==> src/core/fbd_pkg.sv <==
/*
  package for the fieldbus drive command decoder: register offsets,
  command word bit positions, gating modes and scaling constants.
  assumes one 40 MHz system clock and an APB master with 32-bit data.
*/
package fbd_pkg;
  // ****************************************
  // register map (byte offsets)
  // ****************************************
  localparam logic [7:0] FBD_OFF_CMD = 8'h00;
  localparam logic [7:0] FBD_OFF_REF = 8'h04;
  localparam logic [7:0] FBD_OFF_CFG = 8'h08;
  localparam logic [7:0] FBD_OFF_TRIM = 8'h0C;
  localparam logic [7:0] FBD_OFF_STAT = 8'h10;
  localparam logic [7:0] FBD_OFF_FREQ = 8'h14;
  localparam logic [7:0] FBD_OFF_REQ = 8'h18;
  localparam logic [7:0] FBD_OFF_LINK = 8'h1C;

  // ****************************************
  // command word bit positions
  // ****************************************
  localparam int FBD_B_OFF1 = 0;
  localparam int FBD_B_OFF2 = 1;
  localparam int FBD_B_OFF3 = 2;
  localparam int FBD_B_COAST = 3;
  localparam int FBD_B_QSTOP = 4;
  localparam int FBD_B_HOLD = 5;
  localparam int FBD_B_RSTOP = 6;
  localparam int FBD_B_RESET = 7;
  localparam int FBD_B_JOG1 = 8;
  localparam int FBD_B_JOG2 = 9;
  localparam int FBD_B_VALID = 10;
  localparam int FBD_B_SLOW = 11;
  localparam int FBD_B_CATCH = 12;
  localparam int FBD_B_SET_LSB = 13;
  localparam int FBD_B_SET_MSB = 14;
  localparam int FBD_B_REV = 15;

  // ****************************************
  // configuration register fields
  // ****************************************
  localparam int FBD_CFG_COAST_LSB = 0;
  localparam int FBD_CFG_QSTOP_LSB = 2;
  localparam int FBD_CFG_START_LSB = 4;
  localparam int FBD_CFG_REV_LSB = 6;
  localparam int FBD_CFG_SETSEL_LSB = 8;
  localparam int FBD_CFG_ACTSET_LSB = 10;
  localparam int FBD_CFG_RELAY = 14;
  localparam logic [31:0] FBD_CFG_RESET = 32'h0000_0000;
  localparam logic [3:0] FBD_ACTSET_MULTI = 4'h9;

  // gating source of a command bit against its digital input
  typedef enum logic [1:0] {
    FBD_SRC_DIGITAL = 2'h0,
    FBD_SRC_BUS = 2'h1,
    FBD_SRC_OR = 2'h2,
    FBD_SRC_AND = 2'h3
  } fbd_src_t;

  // ****************************************
  // reference scaling
  // ****************************************
  localparam logic signed [15:0] FBD_REF_100PCT = 16'sh4000;
  localparam logic signed [15:0] FBD_REF_MAX = 16'sh7FFF;
  localparam logic signed [15:0] FBD_REF_MIN = 16'sh8000;
endpackage

==> src/core/fbd_decoder.sv <==
/*
  fieldbus drive command decoder: latches the bus command word and speed
  reference, decodes stop, start, hold, reset, jog, trim, set and reverse
  requests, and returns the actual frequency in reference scaling.
  assumes one synchronous clock, synchronous active-high reset, APB host.
*/
// Added by the designer: the placing of the registers and the APB interface to the registers.
`timescale 1ns/10ps
`default_nettype none
module fbd_decoder (
  input wire logic i_clk_sys, // system clock, 40 MHz
  input wire logic i_srst, // synchronous reset, active high
  input wire logic i_psel, // apb select
  input wire logic i_penable, // apb enable
  input wire logic i_pwrite, // apb write
  input wire logic [7:0] i_paddr, // apb byte address
  input wire logic [31:0] i_pwdata, // apb write data
  output logic [31:0] o_prdata, // apb read data
  output logic o_pready, // apb ready
  output logic o_pslverr, // apb error, unmapped address
  input wire logic i_din_coast_n, // digital input coast, low coasts
  input wire logic i_din_qstop_n, // digital input quick stop, low stops
  input wire logic i_din_start, // digital input start
  input wire logic i_din_rev, // digital input reverse
  input wire logic [1:0] i_din_set, // digital input set selection
  input wire logic i_running, // motor running
  input wire logic i_zero_freq, // output frequency is 0 Hz
  input wire logic signed [15:0] i_out_freq_rel, // actual frequency, relative
  output logic o_ramp_stop, // normal ramp stop request
  output logic o_coast, // coast request
  output logic o_quick_stop, // quick stop request
  output logic o_hold, // freeze output frequency
  output logic o_start_ok, // start permitted
  output logic o_fault_reset, // one-cycle fault reset pulse
  output logic o_jog1, // jog 1 speed select
  output logic o_jog2, // jog 2 speed select
  output logic o_reverse, // reverse direction
  output logic [1:0] o_active_set, // active parameter set, 0 is set 1
  output logic signed [15:0] o_speed_ref, // trimmed speed reference
  output logic o_stop_relay // output relay at standstill
);
  import fbd_pkg::*;

  // ****************************************
  // registers
  // ****************************************
  logic [15:0] cmd_reg, cmd_next;
  logic signed [15:0] ref_reg, ref_next;
  logic [15:0] pend_cmd_reg;
  logic [31:0] cfg_reg;
  logic signed [15:0] trim_reg;
  logic [3:0] link_reg;
  logic reset_prev_reg;
  logic fault_reset_reg;
  logic [1:0] set_reg, set_next;
  logic signed [15:0] ref_out_reg;
  logic [15:0] freq_reg;
  logic [15:0] drop_cnt_reg;

  // ****************************************
  // bus decode
  // ****************************************
  wire acc = i_psel && i_penable;
  wire wr = acc && i_pwrite;
  wire hit_cmd = (i_paddr == FBD_OFF_CMD);
  wire hit_ref = (i_paddr == FBD_OFF_REF);
  wire hit_cfg = (i_paddr == FBD_OFF_CFG);
  wire hit_trim = (i_paddr == FBD_OFF_TRIM);
  wire hit_stat = (i_paddr == FBD_OFF_STAT);
  wire hit_freq = (i_paddr == FBD_OFF_FREQ);
  wire hit_req = (i_paddr == FBD_OFF_REQ);
  wire hit_link = (i_paddr == FBD_OFF_LINK);
  wire mapped = hit_cmd | hit_ref | hit_cfg | hit_trim | hit_stat | hit_freq | hit_req | hit_link;
  // writing the reference commits the telegram pending in the command reg
  wire telegram = wr && hit_ref;
  wire [15:0] tel_cmd = pend_cmd_reg;
  wire tel_valid = telegram && tel_cmd[FBD_B_VALID];

  assign o_pready = 1'b1;
  assign o_pslverr = acc && !mapped;

  // ****************************************
  // gating helpers
  // ****************************************
  function automatic logic fbd_gate(input logic [1:0] src, input logic bus, input logic din);
    case (fbd_src_t'(src))
      FBD_SRC_DIGITAL: fbd_gate = din;
      FBD_SRC_BUS: fbd_gate = bus;
      FBD_SRC_OR: fbd_gate = bus | din;
      FBD_SRC_AND: fbd_gate = bus & din;
      default: fbd_gate = din;
    endcase
  endfunction

  function automatic logic signed [15:0] fbd_sat(input logic signed [16:0] v);
    if (v > 17'(FBD_REF_MAX))
      fbd_sat = FBD_REF_MAX;
    else if (v < 17'(FBD_REF_MIN))
      fbd_sat = FBD_REF_MIN;
    else
      fbd_sat = v[15:0];
  endfunction

  // ****************************************
  // decode of the latched word
  // ****************************************
  wire [1:0] src_coast = cfg_reg[FBD_CFG_COAST_LSB +: 2];
  wire [1:0] src_qstop = cfg_reg[FBD_CFG_QSTOP_LSB +: 2];
  wire [1:0] src_start = cfg_reg[FBD_CFG_START_LSB +: 2];
  wire [1:0] src_rev = cfg_reg[FBD_CFG_REV_LSB +: 2];
  wire [1:0] src_set = cfg_reg[FBD_CFG_SETSEL_LSB +: 2];
  wire [3:0] act_set_mode = cfg_reg[FBD_CFG_ACTSET_LSB +: 4];
  wire relay_en = cfg_reg[FBD_CFG_RELAY];

  wire no_coast = fbd_gate(src_coast, cmd_reg[FBD_B_COAST], i_din_coast_n);
  wire no_qstop = fbd_gate(src_qstop, cmd_reg[FBD_B_QSTOP], i_din_qstop_n);
  wire start_bit = fbd_gate(src_start, cmd_reg[FBD_B_RSTOP], i_din_start);
  wire off2 = !cmd_reg[FBD_B_OFF2];
  wire off3 = !cmd_reg[FBD_B_OFF3];
  wire off1 = !cmd_reg[FBD_B_OFF1];
  wire coast_req = off2 || !no_coast;
  wire qstop_req = !coast_req && (off3 || !no_qstop);
  wire ramp_req = !coast_req && !qstop_req && (off1 || !start_bit);
  // jog needs bits 00-03 high and bit 04 low
  wire jog_ok = (&cmd_reg[FBD_B_COAST:FBD_B_OFF1]) && !cmd_reg[FBD_B_QSTOP];
  wire rev_on = (fbd_src_t'(src_rev) != FBD_SRC_DIGITAL) ?
                fbd_gate(src_rev, cmd_reg[FBD_B_REV], i_din_rev) : i_din_rev;
  wire [1:0] bus_set = {cmd_reg[FBD_B_SET_MSB], cmd_reg[FBD_B_SET_LSB]};
  wire [1:0] req_set = (fbd_src_t'(src_set) == FBD_SRC_DIGITAL) ? i_din_set :
                       (fbd_src_t'(src_set) == FBD_SRC_BUS) ? bus_set :
                       (fbd_src_t'(src_set) == FBD_SRC_OR) ? (bus_set | i_din_set) :
                       (bus_set & i_din_set);
  wire multi = (act_set_mode == FBD_ACTSET_MULTI);
  wire linked = link_reg[set_reg] && link_reg[req_set];
  wire set_ok = multi && (!i_running || linked || (req_set == set_reg));

  // slow-down wins over catch-up
  wire signed [16:0] ref_wide = {ref_reg[15], ref_reg};
  wire signed [16:0] trim_wide = {trim_reg[15], trim_reg};
  wire signed [15:0] ref_trim = cmd_reg[FBD_B_SLOW] ? fbd_sat(ref_wide - trim_wide) :
                                cmd_reg[FBD_B_CATCH] ? fbd_sat(ref_wide + trim_wide) :
                                ref_reg;

  always_comb begin
    cmd_next = cmd_reg;
    ref_next = ref_reg;
    if (tel_valid) begin
      cmd_next = tel_cmd;
      ref_next = i_pwdata[15:0];
    end
  end

  assign set_next = set_ok ? req_set : set_reg;

  // ****************************************
  // state
  // ****************************************
  always_ff @(posedge i_clk_sys) begin
    if (i_srst) begin
      cmd_reg <= 16'h0000;
      ref_reg <= 16'sh0000;
      pend_cmd_reg <= 16'h0000;
      cfg_reg <= FBD_CFG_RESET;
      trim_reg <= 16'sh0000;
      link_reg <= 4'h0;
      reset_prev_reg <= 1'b0;
      fault_reset_reg <= 1'b0;
      set_reg <= 2'h0;
      ref_out_reg <= 16'sh0000;
      freq_reg <= 16'h0000;
      drop_cnt_reg <= 16'h0000;
    end else begin
      cmd_reg <= cmd_next;
      ref_reg <= ref_next;
      if (wr && hit_cmd)
        pend_cmd_reg <= i_pwdata[15:0];
      if (wr && hit_cfg)
        cfg_reg <= i_pwdata;
      if (wr && hit_trim)
        trim_reg <= i_pwdata[15:0];
      if (wr && hit_link)
        link_reg <= i_pwdata[3:0];
      if (telegram && !tel_valid)
        drop_cnt_reg <= drop_cnt_reg + 16'h0001;
      reset_prev_reg <= cmd_reg[FBD_B_RESET];
      fault_reset_reg <= cmd_reg[FBD_B_RESET] && !reset_prev_reg;
      set_reg <= set_next;
      if (!o_hold)
        ref_out_reg <= ref_trim;
      freq_reg <= i_out_freq_rel;
    end
  end

  // ****************************************
  // outputs
  // ****************************************
  assign o_coast = coast_req;
  assign o_quick_stop = qstop_req;
  assign o_ramp_stop = ramp_req;
  assign o_hold = !cmd_reg[FBD_B_HOLD];
  assign o_start_ok = !coast_req && !qstop_req && !ramp_req;
  assign o_fault_reset = fault_reset_reg;
  assign o_jog1 = jog_ok && cmd_reg[FBD_B_JOG1];
  assign o_jog2 = jog_ok && cmd_reg[FBD_B_JOG2];
  assign o_reverse = rev_on;
  assign o_active_set = set_reg;
  assign o_speed_ref = ref_out_reg;
  assign o_stop_relay = relay_en && i_zero_freq && (off1 || off2 || off3);

  wire [31:0] stat_word = {16'h0000, 4'h0, o_stop_relay, o_reverse, o_active_set,
                           o_jog2, o_jog1, o_fault_reset, o_start_ok,
                           o_hold, o_ramp_stop, o_quick_stop, o_coast};
  always_comb begin
    o_prdata = 32'h0000_0000;
    if (acc && !i_pwrite) begin
      if (hit_cmd)
        o_prdata = {16'h0000, cmd_reg};
      else if (hit_ref)
        o_prdata = {16'h0000, ref_reg};
      else if (hit_cfg)
        o_prdata = cfg_reg;
      else if (hit_trim)
        o_prdata = {16'h0000, trim_reg};
      else if (hit_stat)
        o_prdata = stat_word;
      else if (hit_freq)
        o_prdata = {16'h0000, freq_reg};
      else if (hit_req)
        o_prdata = {drop_cnt_reg, o_speed_ref};
      else if (hit_link)
        o_prdata = {28'h000_0000, link_reg};
    end
  end
endmodule
`default_nettype wire

==> config.mk <==
export PLATFORM = sky130hd
export DESIGN_NAME = fbd_decoder
export DESIGN_NICKNAME = d
export VERILOG_FILES = /design/src/core/fbd_pkg.sv /design/src/core/fbd_decoder.sv
export SDC_FILE = /design/constraint.sdc
export NUM_CORES = 1
export LEC_CHECK = 0
export ABC_AREA = 1
export BUFFER_PORTS_ARGS = -buffer_cell sky130_fd_sc_hd__clkbuf_2
export CAP_MARGIN = 40
export CORE_MARGIN = 10
export CORE_UTILIZATION = 55
export DETAILED_ROUTE_END_ITERATION = 10
export PLACE_DENSITY_LB_ADDON = 0.08
export SETUP_SLACK_MARGIN = 0.2
export SYNTH_ARGS = -nofsm -noshare
export SYNTH_HDL_FRONTEND = slang
export SYNTH_SLANG_ARGS = --single-unit
export TNS_END_PERCENT = 10
==> constraint.sdc <==
create_clock -name i_clk_sys -period 7 [get_ports i_clk_sys]
set_clock_uncertainty 0.2 [all_clocks]
set_input_delay 0.35 -clock i_clk_sys [delete_from_list [all_inputs] [get_ports i_clk_sys]]
set_output_delay 0.35 -clock i_clk_sys [all_outputs]
set_load 0.005 [all_outputs]
==> flow_metrics.env <==
export IMPL_antenna_found_initial=0
export IMPL_cts_hold_buf=32
export IMPL_ys_flop_type="dfxtp_1"
export IMPL_fmax_mhz=305
export IMPL_crit_arrival_ps=2730
export IMPL_synth_edf_count=0
export IMPL_dieArea_sq_um=22500
export IMPL_rsz0062_at_grt="false"
export IMPL_rows=47
export IMPL_path_clk_slew_ps=70
export IMPL_required_ps=6450
export IMPL_p_int_uw=1420
export IMPL_drt_wl_total_um=32100
export IMPL_finalSetupViolCount=0
export IMPL_critical_path_max_fanout=14
export IMPL_viasPerCell=5.48
export IMPL_slew_headroom_pct=39.2
export IMPL_yosys_top_cells_area="dfxtp_1, nand2_1, a21oi_1"
export IMPL_slew_viol_final=0
export IMPL_hpwl_um=24400
export IMPL_timing_rr_end="o_speed_ref[8]"
export IMPL_h_tree_depth=4
export IMPL_cts_buffers=17
export IMPL_syn_nets=1532
export IMPL_report_final_hold_viol_count=0
export IMPL_reg2reg_from="ref_reg[1]"
export IMPL_dp_cells=1720
export IMPL_p_clk_share_pct=48.5
export IMPL_io_buffers=129
export IMPL_start_kind="input pin"
export IMPL_crit_chain="clkbuf_2 > nor2_4 > nand3_2 > nor2_1 > inv_1 > o211ai_1 > o21ai_0 > o2111ai_1 > o21ai_0 > a21oi_1 > clkbuf_2"
export IMPL_pin_count=131
export IMPL_syn_cell_area_sq_um=9310
export IMPL_layout_cells_non_filler=1784
export IMPL_clockBufferDepth=2
export IMPL_cts_setup_buffers=0
export IMPL_worst_setup_path_type="input pin to output pin"
export IMPL_cts_tree="done"
export IMPL_yosys_warnings=0
export IMPL_clk_latency_ps=430
export IMPL_ys_seq_area_share_pct=32.7
export IMPL_power_per_cell_area_nw_per_um2=172
export IMPL_dr_pass1_iters=6
export IMPL_yosysMostFrequentCell="nand2_1"
export IMPL_gp_congestion=0.972
export IMPL_rrSetupSlack_ps=3930
export IMPL_grt_pass1_wl_um=49700
export IMPL_period_needed_ps=3280
export IMPL_avgRoutedWirePerCell_um=18.0
export IMPL_hp_start="i_pwdata[15]"
export IMPL_vdd_ir_drop_max_mv=0.173
export IMPL_reg2reg_depth=14
export IMPL_hold_path_end="cfg_reg[15]"
export IMPL_drive_above_1_share_pct=15.6
export IMPL_ys_ff_latch=152
export IMPL_grt_overflow_total=0
export IMPL_place_worst_setup_slack_ps=3820
export IMPL_fin_setup_tns_ps=0
export IMPL_grt_pass1_vias=9133
export IMPL_power_frac_comb_pct=5.1
export IMPL_worst_slack_ps=3720
export IMPL_end_kind="output pin"
export IMPL_p_sw_uw=460
export IMPL_ys_types=47
export IMPL_antenna_left=0
export IMPL_drv_cap=0
export IMPL_num_vias=9778
export IMPL_period_share_pct=46.8
export IMPL_synth_common_cells="nand2_1, nor2_1, a21oi_1"
export IMPL_grtUsageTotal_pct=27.9
export IMPL_start_util_pct=56.1
export IMPL_die_h_um=150
export IMPL_synthCells=1428
export IMPL_syn_area_per_cell_sq_um=6.52
export IMPL_slowest_stage="nor2_1"
export IMPL_critPathMaxStageDelay_ps=740
export IMPL_status="finished clean"
export IMPL_yosysTopAreaCell="dfxtp_1"
export IMPL_cts_num_sinks=152
export IMPL_die_x_um=150
export IMPL_seqPwrFrac_pct=46.3
export IMPL_nNetsFinal=1655
export IMPL_final_area_sq_um=10900
export IMPL_hp_class="input pin to register"
export IMPL_leakage_uw=0.00509
export IMPL_drc=0
export IMPL_drtIter0Drc=896
export IMPL_synth_top_cell_area_share_pct=32.7
export IMPL_antennaDiodeCount=0
export IMPL_worst_slew_pin_transition_ps=908
export IMPL_async_flop_share_pct=0
export IMPL_sw_frac_of_total_pct=24.5
export IMPL_cts_root_buffer="clkbuf_16"
export IMPL_core_sq_um=16600
export IMPL_largest_reg_flops=32
export IMPL_cts_resized=0
export IMPL_hold_slack_ps=33.7
export IMPL_place_area_sq_um=10000
export IMPL_grt_max_degree=64
export IMPL_area_growth_pct=17.6
export IMPL_min_path_cells=3
==> critical path: cells and delay by family <==
family          cells  cell delay, ps
compound gates      5             810
buf+inv             3             550
simple gates        3            1010
==> layout make-up <==
cell class                 count  area (sq um)
clock buffer                  19           443
clock inverter                13           136
fill                        1535          5640
inverter                     173           649
multi-input combinational   1035          5310
sequential                   152          3040
tap                          220           275
timing repair buffer         172          1090
==> metal layers <==
metal	global-route usage, %	wire length, um
met2	44.0	14700
met3	6.27	2790
met1	36.1	13500
met4	11.5	1130
met5	0	0
==> power by group through the flow <==
stage	Sequential (uW)	Combinational (uW)	Clock, uW
floorplan	890	38.6	0
global placement	891	77.2	0
detailed placement	891	80.1	0
CTS	871	94.1	916
global route	871	105	953
finish	871	96.6	912
==> kinds of logic after synthesis <==
family | Yosys count | share of synthesized area [%]
compound gates | 373 | 22.4
xor+xnor | 22 | 2.07
fa+ha+maj | 35 | 4.87
buf+inv | 241 | 10.4
flops | 152 | 32.7
other cells | 1 | 0.0403
simple gates | 604 | 27.5
==> worst max path at each step <==
stage                           from               to  slack, ps  depth (start not counted)
after floorplan           ref_reg[0]  o_speed_ref[10]       4540                         15
after global placement    i_paddr[1]       cfg_reg[2]       3620                         12
after CTS                 i_paddr[1]      o_prdata[1]       3810                         11
final                     i_paddr[1]      o_prdata[1]       3720                         11
after detailed placement  i_paddr[1]       cfg_reg[0]       3820                         13
after global routing      i_paddr[7]      o_prdata[1]       3480                         11
==> per-stage QoR <==
stage	utilization (%)	power, uW
floorplan	-	929
global placement	60.1	968
detailed placement	60.6	971
CTS	66.0	1880
global route	66.0	1930
finish	66.0	1880
==> placed cells by master (no fill, tap or decap), types with 8 or more instances in the layout <==
cell,synthesis,final
a21oi_2,24,24
clkbuf_2,0,129
o21ai_0,141,141
ha_1,33,33
inv_2,14,15
clkbuf_16,0,17
dfxtp_1,152,152
a21oi_1,159,159
nand3_1,50,49
nand2_2,8,8
dlygate4sd3_1,0,32
nor3_1,11,11
nand2_1,333,333
xor2_1,20,20
nor2_1,165,163
inv_1,158,157
o211ai_1,10,10
No activity file was read; power rests on OpenSTA's default activity.
